`config.mk`:
```
export PLATFORM = sky130hd
export DESIGN_NAME = lbce_top
export DESIGN_NICKNAME = d
export VERILOG_FILES = /design/src/design/lbce_pkg.sv /design/src/design/lbce_top.sv /design/src/design/lbce_prog_mem.sv /design/src/design/lbce_edge_hist.sv
export SDC_FILE = /design/constraint.sdc
export NUM_CORES = 2
export LEC_CHECK = 0
export ABC_AREA = 0
export BUFFER_PORTS_ARGS = -buffer_cell sky130_fd_sc_hd__buf_2
export CORE_MARGIN = 5
export CORE_UTILIZATION = 35
export CTS_CLUSTER_DIAMETER = 50
export CTS_CLUSTER_SIZE = 10
export DETAILED_ROUTE_END_ITERATION = 10
export REMOVE_ABC_BUFFERS = 1
export SLEW_MARGIN = 0
export SYNTH_ARGS = -nofsm -noshare
export SYNTH_HDL_FRONTEND = slang
export SYNTH_HIERARCHICAL = 1
export SYNTH_SLANG_ARGS = --single-unit
```
`constraint.sdc`:
```
create_clock -name pclk -period 2.8 [get_ports pclk]
set_clock_uncertainty 0.2 [all_clocks]
set_input_delay 0.42 -clock pclk [delete_from_list [all_inputs] [get_ports pclk]]
set_output_delay 0.42 -clock pclk [all_outputs]
set_load 0.005 [all_outputs]
```
`src/design/lbce_pkg.sv`:
```
/*
 * Package for the ladder bit-control engine: opcodes, register map,
 * field positions, reset values, scan states and the instruction word.
 * Assumes every design file imports it whole.
 */
package lbce_pkg;

    // ************************************************************
    // Sizes
    // ************************************************************
    localparam int unsigned PROG_DEPTH = 64;   // Program steps
    localparam int unsigned PROG_AW    = 6;    // Program address width
    localparam int unsigned INSTR_W    = 16;   // Instruction word width
    localparam int unsigned BIT_COUNT  = 64;   // Bit data memory size
    localparam int unsigned EDGE_MAX   = 16;   // Edge-pulse instances
    localparam int unsigned IO_W       = 16;   // Input and output pins
    localparam int unsigned IN_BASE    = 0;    // First input bit
    localparam int unsigned OUT_BASE   = 16;   // First output bit

    // ************************************************************
    // Opcodes (function codes)
    // ************************************************************
    localparam logic [7:0] OP_END        = 8'h01;
    localparam logic [7:0] OP_GATE_BEGIN = 8'h02;
    localparam logic [7:0] OP_GATE_CLEAR = 8'h03;
    localparam logic [7:0] OP_RISE       = 8'h0A;  // Decimal 10
    localparam logic [7:0] OP_FALL       = 8'h0B;  // Decimal 11
    localparam logic [7:0] OP_LATCH      = 8'h0C;  // Decimal 12
    localparam logic [7:0] OP_LINE       = 8'h20;
    localparam logic [7:0] OP_LINE_NOT   = 8'h21;
    localparam logic [7:0] OP_AND        = 8'h22;
    localparam logic [7:0] OP_AND_NOT    = 8'h23;
    localparam logic [7:0] OP_OR         = 8'h24;
    localparam logic [7:0] OP_OR_NOT     = 8'h25;
    localparam logic [7:0] OP_COIL       = 8'h26;
    localparam logic [7:0] OP_COIL_NOT   = 8'h27;

    // ************************************************************
    // Register map and fields
    // ************************************************************
    localparam logic [7:0] REG_CTRL    = 8'h00;
    localparam logic [7:0] REG_STATUS  = 8'h04;
    localparam logic [7:0] REG_PADDR   = 8'h08;
    localparam logic [7:0] REG_PDATA   = 8'h0C;
    localparam logic [7:0] REG_BITS_LO = 8'h10;
    localparam logic [7:0] REG_BITS_HI = 8'h14;
    localparam int unsigned CTRL_RUN   = 0;
    localparam int unsigned CTRL_START = 1;
    localparam int unsigned STAT_BUSY  = 0;
    localparam int unsigned STAT_OVF   = 1;
    localparam int unsigned STAT_CNT   = 16;   // Scan count LSB
    localparam logic [31:0] RST_WORD   = 32'h0000_0000;

    // ************************************************************
    // Types
    // ************************************************************
    typedef enum logic [2:0] {
        S_IDLE, S_INPUT, S_FETCH, S_EXEC, S_OUTPUT
    } lbce_state_t;

    typedef struct packed {
        logic [7:0] opcode;   // Function code
        logic [1:0] rsvd;     // Ignored
        logic [5:0] addr;     // Operand bit address
    } lbce_instr_t;

endpackage

```
`src/design/lbce_top.sv`:
```
/*
 * Ladder bit-control engine: runs a scan over a stored program and
 * executes coil, edge-pulse and latch steps on a 64-bit data memory.
 * Bits 0..15 mirror input pins, 16..31 drive output pins, the rest
 * are work bits. Assumes an APB master and synchronous input pins.
 */
// What this block does
// - Bit-control steps end a line and name one operand bit.
// - Rising-edge pulse sets operand one scan on OFF-to-ON condition.
// - Falling-edge pulse sets operand one scan on ON-to-OFF condition.
// - Next execution after a pulse clears the operand bit.
// - Falling-edge pulse keeps operand OFF until a falling edge.
// - Rising pulse is code 10, falling pulse code 11.
// - Edge-pulse step is one word holding its operand.
// - Latch sets operand when its set line is ON.
// - Latch clears operand when its reset line is ON.
// - Both latch lines ON means reset wins.
// - Latch operand holds while its section gate is OFF.
// - Sealed coil keeps its state between scans.
// - Coil inside a closed section is driven OFF.
// - Work bits are never copied to or from pins.
// - Closed section freezes latches and edge pulses and forces coils OFF.
// - Closed section drives both coil and inverted-coil steps OFF.
`timescale 1ns/1ns
module lbce_top
    import lbce_pkg::*;
#(
    parameter int unsigned N_EDGE = EDGE_MAX
) (
    input  wire logic            pclk,     // Clock, 25 MHz
    input  wire logic            presetn,  // Async reset, low
    input  wire logic            ce,       // Clock enable
    input  wire logic            psel,     // APB select
    input  wire logic            penable,  // APB access phase
    input  wire logic            pwrite,   // APB write
    input  wire logic [7:0]      paddr,    // APB byte address
    input  wire logic [31:0]     pwdata,   // APB write data
    output logic      [31:0]     prdata,   // APB read data
    output logic                 pready,   // APB ready
    output logic                 pslverr,  // APB error
    input  wire logic [IO_W-1:0] in_pins,  // Input terminals
    output logic      [IO_W-1:0] out_pins  // Output terminals
);

    localparam logic [4:0] EDGE_LIM = 5'(N_EDGE);
    localparam logic [PROG_AW-1:0] PC_LAST = PROG_AW'(PROG_DEPTH - 1);

    // ************************************************************
    // Declarations
    // ************************************************************
    lbce_state_t          state_reg, state_next;
    logic [PROG_AW-1:0]   pc_reg, pc_next;
    logic                 cond_reg, cond_next;   // Current line result
    logic                 prev_reg, prev_next;   // Previous line result
    logic                 gate_reg, gate_next;   // Section gate open
    logic [4:0]           eidx_reg, eidx_next;   // Edge instance count
    logic [BIT_COUNT-1:0] bits_reg, bits_next;
    logic [IO_W-1:0]      out_reg, out_next;
    logic                 ovf_reg, ovf_next;
    logic [15:0]          scnt_reg, scnt_next;
    logic                 start_reg, start_next;
    logic                 run_reg, run_next;
    logic [PROG_AW-1:0]   paddr_reg, paddr_next;
    logic [31:0]          prdata_reg, prdata_next;
    logic                 pready_reg, pready_next;
    logic                 pslverr_reg, pslverr_next;
    logic [INSTR_W-1:0]   mem_rdata;
    lbce_instr_t          ins;
    logic                 hist_rd, hist_we, hist_wd;
    logic                 mem_we, start_wr, ovf_clr;
    logic                 apb_setup, apb_acc, busy, opbit, pulse;
    logic [5:0]           exec_addr;

    // ************************************************************
    // Sub-blocks
    // ************************************************************
    lbce_prog_mem u_prog (
        .pclk  (pclk),
        .ce    (ce),
        .we    (mem_we),
        .waddr (paddr_reg),
        .wdata (pwdata[INSTR_W-1:0]),
        .raddr (pc_reg),
        .rdata (mem_rdata)
    );

    lbce_edge_hist #(.N(N_EDGE)) u_hist (
        .pclk    (pclk),
        .presetn (presetn),
        .ce      (ce),
        .idx     (eidx_reg[$clog2(N_EDGE)-1:0]),
        .we      (hist_we),
        .wdata   (hist_wd),
        .rdata   (hist_rd)
    );

    // ************************************************************
    // Scan engine
    // ************************************************************
    // operand in same word
    assign ins       = lbce_instr_t'(mem_rdata);
    assign exec_addr = ins.addr;
    assign opbit     = bits_reg[ins.addr];
    assign busy      = (state_reg != S_IDLE);
    // rising pulse value; falling pulse value
    assign pulse = (ins.opcode == OP_RISE) ? (cond_reg & ~hist_rd)
                                           : (~cond_reg & hist_rd);

    // Next scan state; steps take two cycles (fetch, then execute)
    always_comb begin
        state_next = state_reg;
        pc_next    = pc_reg;
        cond_next  = cond_reg;
        prev_next  = prev_reg;
        gate_next  = gate_reg;
        eidx_next  = eidx_reg;
        bits_next  = bits_reg;
        out_next   = out_reg;
        ovf_next   = ovf_reg;
        scnt_next  = scnt_reg;
        start_next = start_reg;
        hist_we    = 1'b0;
        hist_wd    = cond_reg;
        if (ovf_clr) begin
            ovf_next = 1'b0;
        end
        case (state_reg)
            S_IDLE: begin
                if (run_reg || start_reg) begin
                    start_next = 1'b0;
                    state_next = S_INPUT;
                end
            end
            S_INPUT: begin
                // only input bits load from pins
                bits_next[IN_BASE +: IO_W] = in_pins;
                pc_next    = '0;
                cond_next  = 1'b0;
                prev_next  = 1'b0;
                gate_next  = 1'b1;
                eidx_next  = '0;
                state_next = S_FETCH;
            end
            S_FETCH: begin
                state_next = S_EXEC;
            end
            S_EXEC: begin
                pc_next    = pc_reg + 1'b1;
                state_next = (pc_reg == PC_LAST) ? S_OUTPUT : S_FETCH;
                case (ins.opcode)
                    OP_LINE: begin
                        prev_next = cond_reg;
                        cond_next = opbit;
                    end
                    OP_LINE_NOT: begin
                        prev_next = cond_reg;
                        cond_next = ~opbit;
                    end
                    OP_AND:     cond_next = cond_reg & opbit;
                    OP_AND_NOT: cond_next = cond_reg & ~opbit;
                    OP_OR:      cond_next = cond_reg | opbit;
                    OP_OR_NOT:  cond_next = cond_reg | ~opbit;
                    OP_GATE_BEGIN: begin
                        // Nested gates only narrow the open section
                        gate_next = gate_reg & cond_reg;
                    end
                    OP_GATE_CLEAR: gate_next = 1'b1;
                    // coil ends the line on one bit
                    OP_COIL: begin
                        // closed section clears a sealed coil
                        // sealed bit persists via bit memory
                        bits_next[ins.addr] = gate_reg & cond_reg;
                    end
                    OP_COIL_NOT: begin
                        bits_next[ins.addr] = gate_reg & ~cond_reg;
                    end
                    OP_RISE, OP_FALL: begin
                        if (eidx_reg == EDGE_LIM) begin
                            ovf_next = 1'b1;
                        end else begin
                            eidx_next = eidx_reg + 1'b1;
                            if (gate_reg) begin
                                hist_we = 1'b1;
                                bits_next[ins.addr] = pulse;
                            end
                        end
                    end
                    OP_LATCH: begin
                        if (gate_reg) begin
                            if (cond_reg) begin
                                bits_next[ins.addr] = 1'b0;
                            end else if (prev_reg) begin
                                bits_next[ins.addr] = 1'b1;
                            end
                        end
                    end
                    OP_END: state_next = S_OUTPUT;
                    default: begin
                        // Unknown steps are skipped
                    end
                endcase
            end
            S_OUTPUT: begin
                // only output bits reach the pins
                out_next   = bits_reg[OUT_BASE +: IO_W];
                scnt_next  = scnt_reg + 1'b1;
                state_next = S_IDLE;
            end
            default: state_next = S_IDLE;
        endcase
        // Software start wins over the clear on scan entry
        if (start_wr) begin
            start_next = 1'b1;
        end
    end

    // Scan registers
    always_ff @(posedge pclk or negedge presetn) begin
        if (!presetn) begin
            state_reg <= S_IDLE;
            pc_reg    <= '0;
            cond_reg  <= 1'b0;
            prev_reg  <= 1'b0;
            gate_reg  <= 1'b1;
            eidx_reg  <= '0;
            bits_reg  <= '0;
            out_reg   <= '0;
            ovf_reg   <= 1'b0;
            scnt_reg  <= '0;
            start_reg <= 1'b0;
        end else if (ce) begin
            state_reg <= state_next;
            pc_reg    <= pc_next;
            cond_reg  <= cond_next;
            prev_reg  <= prev_next;
            gate_reg  <= gate_next;
            eidx_reg  <= eidx_next;
            bits_reg  <= bits_next;
            out_reg   <= out_next;
            ovf_reg   <= ovf_next;
            scnt_reg  <= scnt_next;
            start_reg <= start_next;
        end
    end

    // ************************************************************
    // APB slave, one wait-free access phase
    // ************************************************************
    assign apb_setup = psel & ~penable;
    assign apb_acc   = psel & penable & pready_reg;
    assign mem_we    = apb_acc & pwrite & ~pslverr_reg
                       & (paddr == REG_PDATA);
    assign start_wr  = apb_acc & pwrite & (paddr == REG_CTRL)
                       & pwdata[CTRL_START];
    assign ovf_clr   = apb_acc & pwrite & (paddr == REG_STATUS)
                       & pwdata[STAT_OVF];

    // Decode in setup, answer in the first access cycle
    always_comb begin
        pready_next  = apb_setup;
        prdata_next  = prdata_reg;
        pslverr_next = 1'b0;
        run_next     = run_reg;
        paddr_next   = paddr_reg;
        if (apb_setup) begin
            prdata_next  = RST_WORD;
            pslverr_next = 1'b0;
            case (paddr)
                REG_CTRL: prdata_next[CTRL_RUN] = run_reg;
                REG_STATUS: begin
                    prdata_next[STAT_BUSY] = busy;
                    prdata_next[STAT_OVF]  = ovf_reg;
                    prdata_next[STAT_CNT +: 16] = scnt_reg;
                end
                REG_PADDR: prdata_next[PROG_AW-1:0] = paddr_reg;
                // Program is write-only; rewriting mid-scan is refused
                REG_PDATA:   pslverr_next = ~pwrite | busy;
                REG_BITS_LO: prdata_next = bits_reg[31:0];
                REG_BITS_HI: prdata_next = bits_reg[63:32];
                default:     pslverr_next = 1'b1;
            endcase
        end
        if (apb_acc && pwrite && !pslverr_reg) begin
            case (paddr)
                REG_CTRL:  run_next   = pwdata[CTRL_RUN];
                REG_PADDR: paddr_next = pwdata[PROG_AW-1:0];
                REG_PDATA: paddr_next = paddr_reg + 1'b1;
                default: begin
                    // Other writes store nothing here; a status write with bit STAT_OVF set clears the overflow flag in the scan logic
                end
            endcase
        end
    end

    // APB registers
    always_ff @(posedge pclk or negedge presetn) begin
        if (!presetn) begin
            pready_reg  <= 1'b0;
            prdata_reg  <= RST_WORD;
            pslverr_reg <= 1'b0;
            run_reg     <= 1'b0;
            paddr_reg   <= '0;
        end else if (ce) begin
            pready_reg  <= pready_next;
            prdata_reg  <= prdata_next;
            pslverr_reg <= pslverr_next;
            run_reg     <= run_next;
            paddr_reg   <= paddr_next;
        end
    end

    assign prdata   = prdata_reg;
    assign pready   = pready_reg;
    assign pslverr  = pslverr_reg;
    assign out_pins = out_reg;
endmodule

```
`src/design/lbce_prog_mem.sv`:
```
/*
 * Program memory: one write port, one read port, registered read data.
 * Assumes writer and reader never need the same word in one cycle.
 */
`timescale 1ns/1ns
module lbce_prog_mem
    import lbce_pkg::*;
#(
    parameter int unsigned DEPTH = PROG_DEPTH,
    parameter int unsigned AW    = PROG_AW,
    parameter int unsigned DW    = INSTR_W
) (
    input  wire logic          pclk,   // Clock
    input  wire logic          ce,     // Clock enable
    input  wire logic          we,     // Write strobe
    input  wire logic [AW-1:0] waddr,  // Write address
    input  wire logic [DW-1:0] wdata,  // Write data
    input  wire logic [AW-1:0] raddr,  // Read address
    output logic      [DW-1:0] rdata   // Read data, one cycle late
);

    logic [DW-1:0] mem [DEPTH];
    logic [DW-1:0] rdata_reg;

    // ************************************************************
    // Storage, no reset so it maps onto block RAM
    // ************************************************************
    always_ff @(posedge pclk) begin
        if (ce) begin
            if (we) begin
                mem[waddr] <= wdata;
            end
            rdata_reg <= mem[raddr];
        end
    end

    assign rdata = rdata_reg;

endmodule

```
`src/design/lbce_edge_hist.sv`:
```
/*
 * Edge history store: one previous-condition bit per edge-pulse
 * instance. Assumes the caller keeps the index below N.
 */
`timescale 1ns/1ns
module lbce_edge_hist
    import lbce_pkg::*;
#(
    parameter int unsigned N = EDGE_MAX
) (
    input  wire logic                 pclk,     // Clock
    input  wire logic                 presetn,  // Async reset, low
    input  wire logic                 ce,       // Clock enable
    input  wire logic [$clog2(N)-1:0] idx,      // Instance number
    input  wire logic                 we,       // Update strobe
    input  wire logic                 wdata,    // New condition
    output logic                      rdata     // Stored condition
);

    logic [N-1:0] hist_reg;
    logic [N-1:0] hist_next;

    // Next history
    always_comb begin
        hist_next = hist_reg;
        if (we) begin
            hist_next[idx] = wdata;
        end
    end

    // History flops, OFF after reset so no pulse is faked at start
    always_ff @(posedge pclk or negedge presetn) begin
        if (!presetn) begin
            hist_reg <= '0;
        end else if (ce) begin
            hist_reg <= hist_next;
        end
    end

    assign rdata = hist_reg[idx];

endmodule

```
# [After elaboration in Yosys (flattened, before gate mapping)]
# Memories as Yosys holds them, arrays and structs flattened. A register that Yosys moved wholly into a read port is not among the register bits.
# Cells that the tools add are included.
[op_classes] eq_ne=40 n_reduce_logical=31 muxes=56 bitwise=28 n_addsub=4 magnitude_cmp=4
[ops] cell="two-way mux 64 bit" count=5
[ops] cell="one-hot mux 64 bit (4 select lines)" count=1
[ops] cell="bitwise mux 64 bit" count=3
[ops] cell="bitwise AND 64 bit" count=1
[ops] cell="equality test 8 x 6 -> 1 bit, second input constant" count=8
[ops] cell="NOT 64 bit" count=1
[ops] cell="OR 64 bit" count=1
[ops] cell="one-hot mux 16 bit (3 select lines)" count=1
[ops] cell="equality test 8 x 4 -> 1 bit, second input constant" count=5
[ops] cell="one-hot mux 16 bit (2 select lines)" count=1
[ops] cell="one-hot mux 6 bit (2 select lines)" count=2
[ops] cell="two-way mux 1 bit" count=21
[ops] cell="one-hot mux 10 bit (2 select lines)" count=1
[ops] cell="AND reduction 3 bit" count=6
[ops] cell="adder 16 x 1 -> 16 bit, second input constant" count=1
[ops] cell="bitwise AND 1 bit" count=16
[ops] cell="bitwise mux 16 bit" count=1
[ops] cell="equality test 8 x 2 -> 1 bit, second input constant" count=2
[ops] cell="equality test 8 x 5 -> 1 bit, second input constant" count=2
[ops] cell="AND reduction 7 bit" count=2
[ops] cell="adder 6 x 1 -> 6 bit, second input constant" count=2
[ops] cell="inequality test 2 bit, second input constant" count=6
[ops] cell="inequality test 3 bit, second input constant" count=4
[ops] cell="one-hot mux 3 bit (4 select lines)" count=1
[ops] cell="other kinds (43)" count=69
[totals] memories=1 input_bits=62 wordCells=182 ram_bits=1024 out_inout_bits=50 register_bits=172
[mem_list] name="u_prog.mem" depth=64 word_bits=16 rd=1 rd_clocked_by_memory_dff=1 write_ports=1 line_no="lbce_prog_mem.sv:22" text="logic [DW-1:0] mem [DEPTH];"

# [Logic depth before layout (Yosys ltp)]
[logic_depth] ltp_word=10 depth_mapped=11 ltp_nobuf=9

# [Cells and area by module]
# Netlist, hierarchy kept.
[by_module_without_submodules] mod="lbce_prog_mem" n_inst=1 area_per_inst_um2=40068.4 cells_each=1807
[by_module_without_submodules] mod="lbce_top" n_inst=1 area_per_inst_um2=9624.2 cells_each=1120
[by_module_without_submodules] mod="lbce_edge_hist" n_inst=1 area_per_inst_um2=885.8 cells_each=71

# [Least setup slack after synthesis]
# OpenSTA, ideal clock, no wires.
[synth_timing] path_kind="input to register" startpoint="input port paddr[4]" endpoint="memory u_prog/mem[62][0] (netlist bit), enable pin" arrival_ns=2.358 slack_ns=-0.147 path_stages=7 setup_time_ns=0.389 path_cell_list="nor3_1 > nand3b_1 > nor4_1 > nand2_1 > nor2_1 > nand3_1 > nor2_1"
[synth_via] elab_chain_len=5
[synth_lines] element="start, declared" line_no="lbce_top.sv:36" text="input wire logic [7:0] paddr,"
[synth_lines] element="equality test 8 x 4 -> 1 bit" line_no="lbce_top.sv:252" text="& (paddr == REG_PDATA);"
[synth_lines] element="bitwise AND 1 bit" line_no="lbce_top.sv:252"
[synth_lines] element="net mem_we" line_no="lbce_top.sv:70" text="logic mem_we, start_wr, ovf_clr;"
[synth_lines] element="two-way mux 1 bit" line_no="lbce_prog_mem.sv:30" text="if (we) begin"
[synth_lines] element="two-way mux 1 bit" line_no="lbce_prog_mem.sv:29" text="if (ce) begin"
[synth_lines] element="two-way mux 1 bit (implied by the code)" line_no="lbce_prog_mem.sv:31" text="mem[waddr] <= wdata;"
[synth_lines] element="end, declared" line_no="lbce_prog_mem.sv:22"
# The timed path passes the listed nets, and every way through them passes these cells.

==> qor.yml <==
vias: 27900
ys_warn_count: 6
place_congestion: 0.868
syn_to_final_growth_pct: 22.5
grtUsageTotal_pct: 17.9
place_hpwl_um: 83200
layout-drive-gt1-share_pct: 30.7
hold_slack_ns: 0.0425
cp_cell_sequence: "buf_12 -> buf_12 -> buf_16 -> mux4_2 -> a22oi_2 -> buf_4 -> nand4_1 -> nand2_1 -> a211oi_2"
outcome: "finished with violations"
arrival_ns: 3.06
routedWlPerCell_um: 24.9
cp_common_cell: "buf_12"
finalHoldViolCount: 0
violations: "setup timing"
multi_input_area_um2: 13400
io_pins: 112
post-place-ws_ns: -0.220
worst_pin_slew_ns: 0.846
min_period_ns: 2.81
n_antenna_cell: 0
worst-path-max-fanout: 9
setup-tns-final_ns: -0.00963
worst-setup-path-type: "register to register"
hp-class: "primary input to register"
post-route-period-util_pct: 100
portBuffers: 93
path_clk_slew_ns: 0.06
grt_overflow_total: 0
slowest_delay_ns: 0.51
slew_violations: 0
setup_violations: 2
clock-sinks: 1082
regArea_um2: 31600
fin_ws_ns: -0.00901
drtPass1Iterations: 8
start_util_pct: 35.3
wl_um: 125000
largest_reg_flops: 896
vdd_drop_max_mv: 0.668
cts_tree: "built"
grt_max_degree: 66
die_x_um: 371
grt_pass1_vias: 27500
cts_buffers: 138
root_buffer: "clkbuf_16"
p_per_area_nw_per_um2: 851
ant_nets: 0
fmax_mhz: 356
dr.first_iter.drc_count: 3048
die_h_um: 371
ctsHtreeMaxLevel: 4
critical_path_required_ns: 3.05
vias_per_cell: 5.56
clk_path_buf_depth: 3
max-cap-violations: 0
syn_inst: 2800
slowest_stage: "mux4_2"
slew_headroom_pct: 43.4
grt_pass1_wl_um: 184000
power.leakage_nw: 19.3
start_kind: "register"
worstSkewPairLatency_ns: 0.76
drc: 0
antenna_found_initial: 2
core-area_um2: 130000
rsz0062_at_grt: "yes"
synth_area_um2: 45700
postSynthAreaPerCell_um2: 16.3
fill_cells: 11400
end_kind: "register"
dieArea_um2: 138000
nNetsFinal: 3294
num_rows: 132
totalPowerFinal_mw: 47.7
per-stage QoR:
step / utilization [%] / area [um2] / std cells
floorplan: - / 44600 / 2595
global placement: 39.2 / 50800 / 4782
detailed placement: 39.2 / 50800 / 4782
CTS: 42.8 / 55500 / 5017
global route: 43.2 / 56000 / 5023
finish: 43.2 / 56000 / 5023
final timing paths:
check / depth (start not counted) / startpoint / slack (ns) / endpoint
max: 9 / pc_reg[0] / -0.009 / u_prog/rdata[9]
min: 1 / pwdata[4] / 0.04 / u_prog/mem[46][4]
max reg2reg: 9 / pc_reg[0] / -0.009 / u_prog/rdata[9]
min reg2reg: 2 / prdata[16] / 0.27 / prdata[16]
max in group asynchronous: 3 / presetn / 1.63 / scnt_reg[7]
min in group asynchronous: 2 / presetn / 0.07 / prdata[1]
timing repair:
action | in CTS | in global routing
pin swaps | 4 | 18
setup buffers | 8 | 3
resized for setup | 17 | 80
gates cloned | 0 | 3
hold endpoints to repair | 342 | 0
hold buffers | 33 | 0
endpoints found under the setup margin | 63 | 67
per-layer routing:
layer	global-route usage, %	part of all wire, %	wire (um)
met3	2.89	7.8	9700
met1	25.4	43	53100
met5	0	0	0
met2	28.7	47	59300
met4	4.93	2.2	2760
cells in the final DEF (no fill, tap or decap), types with 9 or more instances in the layout:
master / n
and4_1: 9
dlygate4sd3_1: 33
a222oi_1: 21
a22oi_2: 11
mux2i_1: 88
nand2b_1: 12
edfxtp_1: 910
o41ai_1: 18
a221oi_1: 33
buf_2: 92
nor3_1: 51
a21oi_2: 9
a32oi_1: 19
a311oi_1: 9
clkbuf_1: 12
nand3_1: 77
inv_1: 10
o41ai_2: 18
mux4_2: 198
a21oi_1: 61
buf_12: 74
nand4_1: 12
xor2_1: 9
nor2_1: 175
o32a_1: 15
buf_4: 278
nor2b_1: 30
clkbuf_16: 142
nand2_1: 160
a22oi_1: 55
xnor2_1: 9
a211oi_1: 10
o21ai_0: 149
mux2_2: 57
dfrtp_1: 164
worst max-delay path, delay by kind of cell (launching register included):
family	cells	cell delay (ns)
and+or+nand+nor	2	0.39
muxes	1	0.51
AOI/OAI and AO/OA	2	0.28
DFF	1	0.46
buffers and inverters	4	0.63
area by class of cell:
| cell class | count | area share, % |
|---|---|---|
| timing repair buffer | 492 | 8.23 |
| multi-input combinational | 1503 | 23.9 |
| tap | 1742 | 3.89 |
| clock buffer | 155 | 6.41 |
| inverter | 10 | 0.0670 |
| sequential | 1082 | 56.5 |
| clock inverter | 39 | 1.02 |
report_power, final:
| part | internal [mW] | switching (mW) |
|---|---|---|
| Clock | 9.74 | 6.71 |
| Sequential | 17.9 | 0.587 |
| Combinational | 5.89 | 6.88 |
Power figures use the tool's default switching activity.
